===== src/rsg_pkg.sv =====
// constants, types and register map of the resonant startup guard
package rsg_pkg;

	// ==========================================================
	// register map (byte addresses)
	localparam logic [7:0] A_CTRL = 8'h00;
	localparam logic [7:0] A_TIME = 8'h04;
	localparam logic [7:0] A_GAIN = 8'h08;
	localparam logic [7:0] A_STAT = 8'h0C;
	localparam logic [7:0] A_IRQS = 8'h10;
	localparam logic [7:0] A_IRQM = 8'h14;
	localparam logic [7:0] A_LAST = 8'h18;

	// ==========================================================
	// field layout
	localparam int C_RUN = 0;
	localparam int T_FIRST_LSB = 0;
	localparam int T_BOOT_LSB = 16;
	localparam int G_QUIET_LSB = 0;
	localparam int G_SHIFT_LSB = 8;
	localparam int G_NOM_LSB = 16;
	localparam int S_SEQ_LSB = 0;
	localparam int S_FCNT_LSB = 8;
	localparam int S_GAIN_LSB = 16;
	localparam int ON_W = 16;
	localparam int FCNT_W = 4;
	localparam int IRQ_W = 3;
	localparam int I_DONE = 0;
	localparam int I_TRIP = 1;
	localparam int I_WDOG = 2;
	localparam int WD_INC_SHIFT = 2;

	// ==========================================================
	// reset values
	localparam logic [31:0] TIME_RST = 32'h0010_0020;
	localparam logic [31:0] GAIN_RST = 32'h0040_0204;
	localparam logic [FCNT_W-1:0] FCNT_MAX = 4'hF;

	// ==========================================================
	// timing
	localparam int CLK_NS = 50;
	localparam int DEAD_NS = 100;
	localparam logic [23:0] DEAD_CYC = 24'((DEAD_NS + CLK_NS - 1) / CLK_NS);

	// ==========================================================
	// bus answers
	localparam logic [1:0] RESP_OKAY = 2'h0;
	localparam logic [1:0] RESP_SLVERR = 2'h2;

	// ==========================================================
	// sequencer states
	typedef enum logic [3:0] {
		S_IDLE, S_DISCH, S_BOOT, S_DEAD_H, S_HIGH, S_WAITZ,
		S_DEAD_L, S_LOW, S_DONE, S_OFF, S_PROT
	} rsg_seq_e;

	function automatic logic [31:0] rsg_merge(input logic [31:0] old,
		input logic [31:0] dat, input logic [3:0] strb);
		logic [31:0] r;
		r = old;
		for (int i = 0; i < 4; i++) begin
			if (strb[i]) begin
				r[8*i +: 8] = dat[8*i +: 8];
			end
		end
		return r;
	endfunction : rsg_merge

endpackage : rsg_pkg


===== src/rsg_reg_if.sv =====
// register access carrier between the bus slave and the core
`timescale 1ns/10ps
interface rsg_reg_if;
	logic wrStb;
	logic [7:0] wrAddr;
	logic [31:0] wrData;
	logic [3:0] wrStrb;
	logic wrHit;
	logic [7:0] rdAddr;
	logic [31:0] rdData;
	logic rdHit;
	modport bus(output wrStb, wrAddr, wrData, wrStrb, rdAddr,
		input wrHit, rdData, rdHit);
	modport core(input wrStb, wrAddr, wrData, wrStrb, rdAddr,
		output wrHit, rdData, rdHit);
endinterface : rsg_reg_if


===== src/rsg_axil_slave.sv =====
// axi4-lite slave front end of the register file
`timescale 1ns/10ps
module rsg_axil_slave import rsg_pkg::*; (
	// clock and reset
	input logic mclk,
	input logic rst,
	// write address and data
	input logic awvalid,
	output logic awready,
	input logic [7:0] awaddr,
	input logic wvalid,
	output logic wready,
	input logic [31:0] wdata,
	input logic [3:0] wstrb,
	// write response
	output logic bvalid,
	input logic bready,
	output logic [1:0] bresp,
	// read
	input logic arvalid,
	output logic arready,
	input logic [7:0] araddr,
	output logic rvalid,
	input logic rready,
	output logic [31:0] rdata,
	output logic [1:0] rresp,
	// core side
	rsg_reg_if.bus rb
);
	typedef struct packed {
		logic awHeld;
		logic [7:0] awAddr;
		logic wHeld;
		logic [31:0] wData;
		logic [3:0] wStrb;
		logic bValid;
		logic [1:0] bResp;
		logic rValid;
		logic [31:0] rData;
		logic [1:0] rResp;
	} rsg_axil_s;

	rsg_axil_s st_ff;
	rsg_axil_s nxt_st;

	// ==========================================================
	// handshakes; a new write waits until the response is taken
	assign awready = !st_ff.awHeld && !st_ff.bValid;
	assign wready = !st_ff.wHeld && !st_ff.bValid;
	assign arready = !st_ff.rValid;
	assign rb.wrStb = st_ff.awHeld && st_ff.wHeld && !st_ff.bValid;
	assign rb.wrAddr = st_ff.awAddr;
	assign rb.wrData = st_ff.wData;
	assign rb.wrStrb = st_ff.wStrb;
	assign rb.rdAddr = araddr;
	assign bvalid = st_ff.bValid;
	assign bresp = st_ff.bResp;
	assign rvalid = st_ff.rValid;
	assign rdata = st_ff.rData;
	assign rresp = st_ff.rResp;

	always_comb begin
		nxt_st = st_ff;
		if (awvalid && awready) begin
			nxt_st.awHeld = 1'b1;
			nxt_st.awAddr = awaddr;
		end
		if (wvalid && wready) begin
			nxt_st.wHeld = 1'b1;
			nxt_st.wData = wdata;
			nxt_st.wStrb = wstrb;
		end
		if (rb.wrStb) begin
			nxt_st.awHeld = 1'b0;
			nxt_st.wHeld = 1'b0;
			nxt_st.bValid = 1'b1;
			nxt_st.bResp = rb.wrHit ? RESP_OKAY : RESP_SLVERR;
		end
		if (st_ff.bValid && bready) begin
			nxt_st.bValid = 1'b0;
		end
		if (arvalid && arready) begin
			nxt_st.rValid = 1'b1;
			nxt_st.rData = rb.rdHit ? rb.rdData : 32'h0000_0000;
			nxt_st.rResp = rb.rdHit ? RESP_OKAY : RESP_SLVERR;
		end
		if (st_ff.rValid && rready) begin
			nxt_st.rValid = 1'b0;
		end
	end

	always_ff @(posedge mclk) begin
		if (rst) begin
			st_ff <= '0;
		end else begin
			st_ff <= nxt_st;
		end
	end
endmodule : rsg_axil_slave


===== src/rsg_slope_gain.sv =====
// short-circuit fault counter and slope compensation gain stepper
`timescale 1ns/10ps
module rsg_slope_gain import rsg_pkg::*; (
	// clock and reset
	input logic mclk,
	input logic rst,
	// events
	input logic faultEv,
	input logic hsPulse,
	// configuration
	input logic [7:0] quietN,
	input logic [2:0] stepShift,
	input logic [7:0] nominal,
	// results
	output logic [7:0] gain,
	output logic [FCNT_W-1:0] faultCnt,
	output logic trip
);
	typedef struct packed {
		logic [7:0] gain;
		logic [FCNT_W-1:0] cnt;
		logic [7:0] quiet;
		logic trip;
	} rsg_gain_s;

	rsg_gain_s st_ff;
	rsg_gain_s nxt_st;
	logic [7:0] step;
	logic [8:0] sum;
	logic [8:0] floorPlus;
	logic [7:0] q;

	assign step = nominal >> stepShift;
	assign gain = st_ff.gain;
	assign faultCnt = st_ff.cnt;
	assign trip = st_ff.trip;

	always_comb begin
		nxt_st = st_ff;
		nxt_st.trip = 1'b0;
		sum = {1'b0, st_ff.gain} + {1'b0, step};
		floorPlus = {1'b0, nominal} + {1'b0, step};
		q = (st_ff.quiet < quietN) ? st_ff.quiet + 8'h01 : st_ff.quiet;
		if (faultEv) begin
			nxt_st.quiet = '0;
			if (st_ff.cnt == FCNT_MAX) begin
				nxt_st.trip = 1'b1;
				nxt_st.cnt = '0;
			end else begin
				nxt_st.cnt = st_ff.cnt + 4'h1;
			end
			nxt_st.gain = sum[8] ? 8'hFF : sum[7:0];
		end else if (hsPulse) begin
			nxt_st.quiet = q;
			if (q >= quietN) begin
				nxt_st.cnt = '0;
				if ({1'b0, st_ff.gain} >= floorPlus) begin
					nxt_st.gain = st_ff.gain - step;
				end else begin
					nxt_st.gain = nominal;
				end
			end
		end
		if (nxt_st.gain < nominal) begin
			nxt_st.gain = nominal;
		end
	end

	always_ff @(posedge mclk) begin
		if (rst) begin
			st_ff <= '0;
		end else begin
			st_ff <= nxt_st;
		end
	end
endmodule : rsg_slope_gain


===== src/rsg_startup_guard.sv =====
// resonant startup sequencer with short-circuit guard, top level
// Function
// - count each current-sense fault event
// - counter overflow stops drive, latched or auto
// - clear counter after quiet high pulses
// - each fault raises slope gain one step
// - after quiet pulses, lower gain per pulse
// - discharge resonant capacitor before each restart
// - open discharge switch when node is low
// - low side alone for bootstrap charge
// - first high pulse fixed, then measure wait
// - long wait gives 3/2 pulse, blank low
// - short wait repeats length, equal low pulse
// - wait zero voltage with no time limit
// - watchdog restarts unfinished sequence after off-time
// - watchdog grows first pulse, capped twice
// - equal-length case completes, go soft-start
// - dead time between the two drivers
// - load soft-start with last high time
`timescale 1ns/10ps
module rsg_startup_guard import rsg_pkg::*; #(
	parameter bit LATCH_PROTECT = 1'b0,
	parameter bit WD_INC_EN = 1'b1,
	parameter logic [23:0] WD_CYCLES = 24'h004E20,
	parameter logic [23:0] AREC_CYCLES = 24'h009C40
) (
	// clock and reset
	input logic mclk,
	input logic rst,
	// axi4-lite register bus
	input logic awvalid,
	output logic awready,
	input logic [7:0] awaddr,
	input logic wvalid,
	output logic wready,
	input logic [31:0] wdata,
	input logic [3:0] wstrb,
	output logic bvalid,
	input logic bready,
	output logic [1:0] bresp,
	input logic arvalid,
	output logic arready,
	input logic [7:0] araddr,
	output logic rvalid,
	input logic rready,
	output logic [31:0] rdata,
	output logic [1:0] rresp,
	// power stage sense
	input logic nodeLow,
	input logic zvsDet,
	input logic csFault,
	input logic extHighPulse,
	// gate drive and discharge switch
	output logic highDrv,
	output logic lowDrv,
	output logic dischargeOn,
	// soft-start hand-off and gain
	output logic ssLoad,
	output logic [ON_W-1:0] ssOnTime,
	output logic [7:0] slopeGain,
	// interrupt
	output logic irq
);
	typedef struct packed {
		rsg_seq_e seq;
		logic [23:0] cnt;
		logic [23:0] wdog;
		logic [ON_W-1:0] meas;
		logic [ON_W-1:0] onLen;
		logic [ON_W-1:0] firstCur;
		logic condB;
		logic hiPrev;
		logic csPrev;
		logic highDrv;
		logic lowDrv;
		logic disch;
		logic ssLoad;
		logic [ON_W-1:0] ssOnTime;
		logic ctrlRun;
		logic [31:0] timeCfg;
		logic [31:0] gainCfg;
		logic [IRQ_W-1:0] irqStat;
		logic [IRQ_W-1:0] irqMask;
		logic irq;
	} rsg_core_s;

	rsg_core_s st_ff;
	rsg_core_s nxt_st;
	rsg_reg_if rb();

	logic faultEv;
	logic hsPulse;
	logic gTrip;
	logic [FCNT_W-1:0] faultCnt;
	logic [23:0] cntInc;
	logic [ON_W-1:0] firstSel;
	logic [ON_W-1:0] bootLen;
	logic [ON_W:0] twiceOn;
	logic [ON_W:0] grownOn;
	logic [ON_W:0] firstCap;
	logic [ON_W:0] firstNext;
	logic active;
	logic [IRQ_W-1:0] irqSet;

	// ==========================================================
	// bus front end and fault/gain unit
	rsg_axil_slave u_bus (
		.mclk(mclk),
		.rst(rst),
		.awvalid(awvalid),
		.awready(awready),
		.awaddr(awaddr),
		.wvalid(wvalid),
		.wready(wready),
		.wdata(wdata),
		.wstrb(wstrb),
		.bvalid(bvalid),
		.bready(bready),
		.bresp(bresp),
		.arvalid(arvalid),
		.arready(arready),
		.araddr(araddr),
		.rvalid(rvalid),
		.rready(rready),
		.rdata(rdata),
		.rresp(rresp),
		.rb(rb.bus)
	);

	// fault is an edge so a long comparator level counts once
	assign faultEv = csFault && !st_ff.csPrev;
	// every rising edge of our own high driver, or one from the run loop
	assign hsPulse = (st_ff.highDrv && !st_ff.hiPrev) || extHighPulse;

	rsg_slope_gain u_gain (
		.mclk(mclk),
		.rst(rst),
		.faultEv(faultEv),
		.hsPulse(hsPulse),
		.quietN(st_ff.gainCfg[G_QUIET_LSB +: 8]),
		.stepShift(st_ff.gainCfg[G_SHIFT_LSB +: 3]),
		.nominal(st_ff.gainCfg[G_NOM_LSB +: 8]),
		.gain(slopeGain),
		.faultCnt(faultCnt),
		.trip(gTrip)
	);

	// ==========================================================
	// register decode
	assign rb.wrHit = rb.wrAddr inside {A_CTRL, A_TIME, A_GAIN, A_STAT,
		A_IRQS, A_IRQM, A_LAST};
	assign rb.rdHit = rb.rdAddr inside {A_CTRL, A_TIME, A_GAIN, A_STAT,
		A_IRQS, A_IRQM, A_LAST};

	always_comb begin
		rb.rdData = 32'h0000_0000;
		unique case (rb.rdAddr)
			A_CTRL: rb.rdData[C_RUN] = st_ff.ctrlRun;
			A_TIME: rb.rdData = st_ff.timeCfg;
			A_GAIN: rb.rdData = st_ff.gainCfg;
			A_STAT: begin
				rb.rdData[S_SEQ_LSB +: 4] = st_ff.seq;
				rb.rdData[S_FCNT_LSB +: FCNT_W] = faultCnt;
				rb.rdData[S_GAIN_LSB +: 8] = slopeGain;
			end
			A_IRQS: rb.rdData[IRQ_W-1:0] = st_ff.irqStat;
			A_IRQM: rb.rdData[IRQ_W-1:0] = st_ff.irqMask;
			A_LAST: rb.rdData[ON_W-1:0] = st_ff.ssOnTime;
			default: rb.rdData = 32'h0000_0000;
		endcase
	end

	// ==========================================================
	// sequencer helpers
	assign cntInc = st_ff.cnt + 24'h000001;
	assign firstSel = st_ff.timeCfg[T_FIRST_LSB +: ON_W];
	assign bootLen = st_ff.timeCfg[T_BOOT_LSB +: ON_W];
	assign twiceOn = {st_ff.onLen, 1'b0};
	assign grownOn = {1'b0, st_ff.onLen} + {2'b00, st_ff.onLen[ON_W-1:1]};
	assign firstCap = {firstSel, 1'b0};
	assign firstNext = {1'b0, st_ff.firstCur} + {1'b0, firstSel >> WD_INC_SHIFT};
	assign active = st_ff.seq inside {S_DISCH, S_BOOT, S_DEAD_H, S_HIGH,
		S_WAITZ, S_DEAD_L, S_LOW};

	// ==========================================================
	// sequencer and registers
	always_comb begin
		nxt_st = st_ff;
		irqSet = '0;
		nxt_st.ssLoad = 1'b0;
		nxt_st.csPrev = csFault;
		nxt_st.hiPrev = st_ff.highDrv;
		nxt_st.cnt = cntInc;
		nxt_st.wdog = active ? st_ff.wdog + 24'h000001 : 24'h000000;
		unique case (st_ff.seq)
			S_IDLE: begin
				nxt_st.cnt = '0;
				if (st_ff.ctrlRun) begin
					nxt_st.firstCur = firstSel;
					nxt_st.seq = S_DISCH;
				end
			end
			S_DISCH: begin
				if (nodeLow) begin
					nxt_st.seq = S_BOOT;
					nxt_st.cnt = '0;
				end
			end
			S_BOOT: begin
				if (cntInc >= {8'h00, bootLen}) begin
					nxt_st.seq = S_DEAD_H;
					nxt_st.cnt = '0;
					nxt_st.onLen = st_ff.firstCur;
					nxt_st.condB = 1'b0;
				end
			end
			S_DEAD_H: begin
				if (cntInc >= DEAD_CYC) begin
					nxt_st.seq = S_HIGH;
					nxt_st.cnt = '0;
				end
			end
			S_HIGH: begin
				if (cntInc >= {8'h00, st_ff.onLen}) begin
					nxt_st.cnt = '0;
					nxt_st.meas = '0;
					nxt_st.seq = st_ff.condB ? S_DEAD_L : S_WAITZ;
				end
			end
			S_WAITZ: begin
				// no time limit here; without zvsDet only the watchdog, a trip, clearing run or reset ends it
				if (st_ff.meas != '1) begin
					nxt_st.meas = st_ff.meas + 16'h0001;
				end
				if (zvsDet) begin
					nxt_st.seq = S_HIGH;
					nxt_st.cnt = '0;
					if ({1'b0, st_ff.meas} >= twiceOn) begin
						nxt_st.onLen = grownOn[ON_W] ? '1 : grownOn[ON_W-1:0];
						nxt_st.condB = 1'b0;
					end else begin
						nxt_st.condB = 1'b1;
					end
				end
			end
			S_DEAD_L: begin
				if (cntInc >= DEAD_CYC) begin
					nxt_st.seq = S_LOW;
					nxt_st.cnt = '0;
				end
			end
			S_LOW: begin
				if (cntInc >= {8'h00, st_ff.onLen}) begin
					nxt_st.seq = S_DONE;
					nxt_st.ssLoad = 1'b1;
					nxt_st.ssOnTime = st_ff.onLen;
					irqSet[I_DONE] = 1'b1;
				end
			end
			S_DONE: begin
				nxt_st.cnt = '0;
			end
			S_OFF: begin
				if (cntInc >= WD_CYCLES) begin
					nxt_st.seq = S_DISCH;
					nxt_st.cnt = '0;
				end
			end
			S_PROT: begin
				if (!LATCH_PROTECT && cntInc >= AREC_CYCLES) begin
					nxt_st.seq = S_DISCH;
					nxt_st.cnt = '0;
				end
			end
			default: begin
				nxt_st.seq = S_IDLE;
			end
		endcase
		// watchdog: whole attempt restarts after an equal off-time
		if (active && st_ff.wdog + 24'h000001 >= WD_CYCLES) begin
			nxt_st.seq = S_OFF;
			nxt_st.cnt = '0;
			irqSet[I_WDOG] = 1'b1;
			if (WD_INC_EN) begin
				nxt_st.firstCur = (firstNext > firstCap) ?
					(firstCap[ON_W] ? '1 : firstCap[ON_W-1:0]) :
					firstNext[ON_W-1:0];
			end
		end
		if (gTrip && st_ff.seq != S_IDLE) begin
			nxt_st.seq = S_PROT;
			nxt_st.cnt = '0;
			irqSet[I_TRIP] = 1'b1;
		end
		// a latched trip holds until reset, even with run cleared
		if (!st_ff.ctrlRun && !(LATCH_PROTECT && st_ff.seq == S_PROT)) begin
			nxt_st.seq = S_IDLE;
		end
		// drivers follow the next state so they are glitch free flops
		nxt_st.disch = nxt_st.seq == S_DISCH;
		nxt_st.highDrv = nxt_st.seq == S_HIGH;
		nxt_st.lowDrv = nxt_st.seq inside {S_BOOT, S_LOW};
		// register writes
		if (rb.wrStb) begin
			unique case (rb.wrAddr)
				A_CTRL: begin
					if (rb.wrStrb[0]) begin
						nxt_st.ctrlRun = rb.wrData[C_RUN];
					end
				end
				A_TIME: nxt_st.timeCfg = rsg_merge(st_ff.timeCfg, rb.wrData,
					rb.wrStrb);
				A_GAIN: nxt_st.gainCfg = rsg_merge(st_ff.gainCfg, rb.wrData,
					rb.wrStrb);
				A_IRQS: begin
					if (rb.wrStrb[0]) begin
						nxt_st.irqStat = st_ff.irqStat & ~rb.wrData[IRQ_W-1:0];
					end
				end
				A_IRQM: begin
					if (rb.wrStrb[0]) begin
						nxt_st.irqMask = rb.wrData[IRQ_W-1:0];
					end
				end
				default: begin
				end
			endcase
		end
		// set wins over a clear in the same cycle
		nxt_st.irqStat = nxt_st.irqStat | irqSet;
		nxt_st.irq = |(nxt_st.irqStat & nxt_st.irqMask);
	end

	always_ff @(posedge mclk) begin
		if (rst) begin
			st_ff <= '{seq: S_IDLE, timeCfg: TIME_RST, gainCfg: GAIN_RST,
				default: '0};
		end else begin
			st_ff <= nxt_st;
		end
	end

	assign highDrv = st_ff.highDrv;
	assign lowDrv = st_ff.lowDrv;
	assign dischargeOn = st_ff.disch;
	assign ssLoad = st_ff.ssLoad;
	assign ssOnTime = st_ff.ssOnTime;
	assign irq = st_ff.irq;
endmodule : rsg_startup_guard


===== config.mk =====
export PLATFORM = sky130hd
export DESIGN_NAME = rsg_startup_guard
export DESIGN_NICKNAME = d
export VERILOG_FILES = /design/src/rsg_pkg.sv /design/src/rsg_reg_if.sv /design/src/rsg_axil_slave.sv /design/src/rsg_slope_gain.sv /design/src/rsg_startup_guard.sv
export SDC_FILE = /design/constraint.sdc
export NUM_CORES = 1
export LEC_CHECK = 0
export BUFFER_PORTS_ARGS = -buffer_cell sky130_fd_sc_hd__buf_2
export CAP_MARGIN = 10
export CORE_MARGIN = 3
export CORE_UTILIZATION = 45
export CTS_CLUSTER_DIAMETER = 120
export DETAILED_ROUTE_END_ITERATION = 16
export GPL_TIMING_DRIVEN = 0
export PLACE_DENSITY_LB_ADDON = 0.12
export SLEW_MARGIN = 20
export SYNTH_ARGS = -nofsm -noshare
export SYNTH_HDL_FRONTEND = slang
export SYNTH_SLANG_ARGS = --single-unit
export TNS_END_PERCENT = 20

===== constraint.sdc =====
create_clock -name mclk -period 18.6 [get_ports mclk]
set_input_delay 2.79 -clock mclk [delete_from_list [all_inputs] [get_ports mclk]]
set_output_delay 2.79 -clock mclk [all_outputs]
set_load 0.01 [all_outputs]

==> impl_metrics.tcl <==
set metrics [dict create \
    worstSetupEndpointType "register" \
    drv_slew 0 \
    grt_pass1_wl_um 94800 \
    fp-row-count 74 \
    core_area_sq_mm 0.0409 \
    grt_max_degree 14 \
    cp_max_fo 10 \
    crit_arrival_ps 7390 \
    yosys_warnings 0 \
    fillerInstances 3990 \
    pin_count 133 \
    ctsHoldBuffers 0 \
    max-slew-margin-rel_pct 31.4 \
    power_density_mw_per_mm2 68.2 \
    finClkSkew_ps 18.1 \
    status "completed" \
    maxCapViolCount 0 \
    io_buffers 128 \
    synthFlopType "dfxtp_1" \
    overflow 0 \
    cts.sinks 298 \
    insertion_delay_ps 550 \
    drtIter0Drc 1489 \
    cts_root_buf "clkbuf_16" \
    synth_seq_cells 298 \
    start_util_pct 45.7 \
    grt_pass1_vias 16763 \
    dieArea_sq_mm 0.0441 \
    syn2layout_area_growth_pct 13.1 \
    globalplace.congestion 0.958 \
    wl_per_cell_um 20.0 \
    drt-total-wl_um 60700 \
    post_cts_buffers 0 \
    cts_made_buffers 35 \
    ys_async_sr_fraction_pct 0 \
    die_y_um 210 \
    num_vias 17649 \
    fp.dieW_um 210 \
    period_needed_ps 6990 \
    p_leak_uw 0.00877 \
    grt_usage_pct 26.9 \
    clock.fmax_mhz 143 \
    final_hold_viol_count 0 \
    cts-resized-gates 0 \
    drive_above_1_share_pct 12.1 \
    drc 0 \
    routed_via_density 5.82 \
    yosysUniqueCellTypes 92 \
    fin_setup_tns_ps 0 \
    postSynthCellCount 2312 \
    tightest_slew_ps 1030 \
    worstSetupPathType "reg -> reg" \
    firstDrtPassIters 6 \
    synth-edff-count 0 \
    antenna_found_initial 0 \
    critPathLaunchType "register" \
    fin_crit_sh_pct 37.6 \
    cts_buffer_depth 3 \
    hpwl_um 47200 \
    antenna_left 0 \
    cts.clk_slew.worst_paths_ps 60 \
    cts_tree "built" \
    ys_seq_area_share_pct 31.9 \
    setup_viol 0 \
    avgSynthCellArea_sq_um 8.09 \
    cp.required_ps 19000 \
    rsz0062_at_grt "false" \
    netlist_area_sq_mm 0.0187 \
    hp-class "reg -> reg" \
    htree_levels 2 \
    peakVddDrop_mv 0.0453 \
    antenna_cells 0 \
    nets 2702 \
    timing.hold.ws_ps 478 \
]
## cells by family (layout without fill, tap and decap cells)
family,Yosys count,after routing,synth area share (%)
adders and majority gates,161,161,11.0
AOI/OAI and AO/OA,511,511,18.3
buffers and inverters,294,481,7.30
DFF,298,298,31.9
other,1,2,0.0200
muxes,88,88,4.74
xor gates and xnor gates,108,108,5.06
and+or+nand+nor,851,851,21.7
## worst max-delay path: stages, from the launching register on
cell	delay [ps]
dfxtp_1	410
inv_1	110
ha_1	300
a21o_1	150
a21o_1	170
a21o_1	170
a21o_1	170
a21o_1	170
a21o_1	210
a21oi_1	530
mux2_2	410
ha_1	280
a21o_1	150
a21oi_1	140
o21ai_0	120
o221ai_1	800
nand2_1	540
nor2_1	220
a221oi_1	90
ha_1	330
a21o_1	170
a21o_1	170
a21oi_1	260
a21boi_0	270
a41oi_2	170
mux2i_1	280
nor2_1	50
## per-layer routing
layer	vias to the layer above	wire, um	global-route usage [%]
met4	0	1990	9.86
met3	113	4190	3.60
met2	671	27700	44.2
met5	-	0	0
li1	8476	-	-
met1	8389	26800	36.4
## power breakdown
| group | total (uW) | switching, uW | internal [uW] |
|---|---|---|---|
| registers | 661 | 12.7 | 649 |
| logic | 101 | 62.7 | 38.2 |
| clock network | 682 | 280 | 402 |
| total | 1440 | 355 | 1090 |
## cell type report
cell class | instances | area, sq um | area share [%]
Inverter | 115 | 432 | 2.04
Clock buffer | 49 | 1000 | 4.73
Buffer | 179 | 933 | 4.41
Multi-Input combinational cell | 1721 | 11400 | 54.0
Tap cell | 532 | 666 | 3.15
Timing Repair Buffer | 129 | 646 | 3.05
Clock inverter | 9 | 100 | 0.473
Sequential cell | 298 | 5970 | 28.2
## cells in the final DEF, fill, tap and decap left out, types with 37 or more instances in the layout
| cell | instances |
|---|---|
| clkbuf_1 | 107 |
| buf_4 | 63 |
| mux2i_1 | 83 |
| clkbuf_16 | 37 |
| nor2_1 | 284 |
| xnor2_1 | 63 |
| o21ai_0 | 69 |
| nor3_1 | 40 |
| nand2b_1 | 39 |
| ha_1 | 155 |
| xor2_1 | 45 |
| inv_1 | 114 |
| dfxtp_1 | 298 |
| nand4_1 | 38 |
| a21oi_1 | 181 |
| nand2_1 | 203 |
| nand3_1 | 92 |
| buf_2 | 137 |
## cells in the mapped netlist (all sizes together) (20+ instances only)
library cell	count	area, sq um
and3	29	181
a22oi	20	150
xnor2	63	552
mux2i	83	831
nor3	42	215
xor2	45	394
ha	155	1940
nand3	94	488
inv	114	428
a211oi	27	213
nand2b	39	244
a21oi	183	923
nand4	39	250
dfxtp	298	5970
nand2	204	773
a21o	35	263
nor2b	26	170
clkbuf	98	368
o21ai	69	345
nor2	286	1080
buf	81	566
## metrics by stage
step	total power (uW)	worst slack (ps)	utilization [%]	instances	cell area [sq um]
after CTS	1460	11310	51.7	3032	21100
after floorplan	735	12790	-	2313	18700
final	1440	11610	51.7	3032	21200
after global placement	773	11440	48.9	2973	20000
after detailed placement	775	11360	49.0	2974	20000
after global routing	1490	11180	51.7	3032	21200
## final timing paths
path | start | to | slack (ps) | cells past startpoint
max | st_ff[8] | u_gain.gain[1] | 11610 | 26
min reg2reg | u_bus.rb.wrData[9] | firstCap[10] | 480 | 2
min | u_bus.rb.wrData[9] | firstCap[10] | 480 | 2
max reg2reg | st_ff[8] | u_gain.gain[1] | 11610 | 26
## sequential cells by signal, indices dropped and copies added (netlist names), 2 cells and up
register	flops
bootLen	16
u_gain.gain	8
u_gain.faultCnt	4
u_bus.rb.wrAddr	8
u_bus.rb.wrStrb	4
firstCap	16
u_bus.rdata	32
st_ff	142
u_gain.st_ff	8
u_bus.rb.wrData	32
u_bus.st_ff	2
ssOnTime	16
Power figures use the tool's default switching activity.
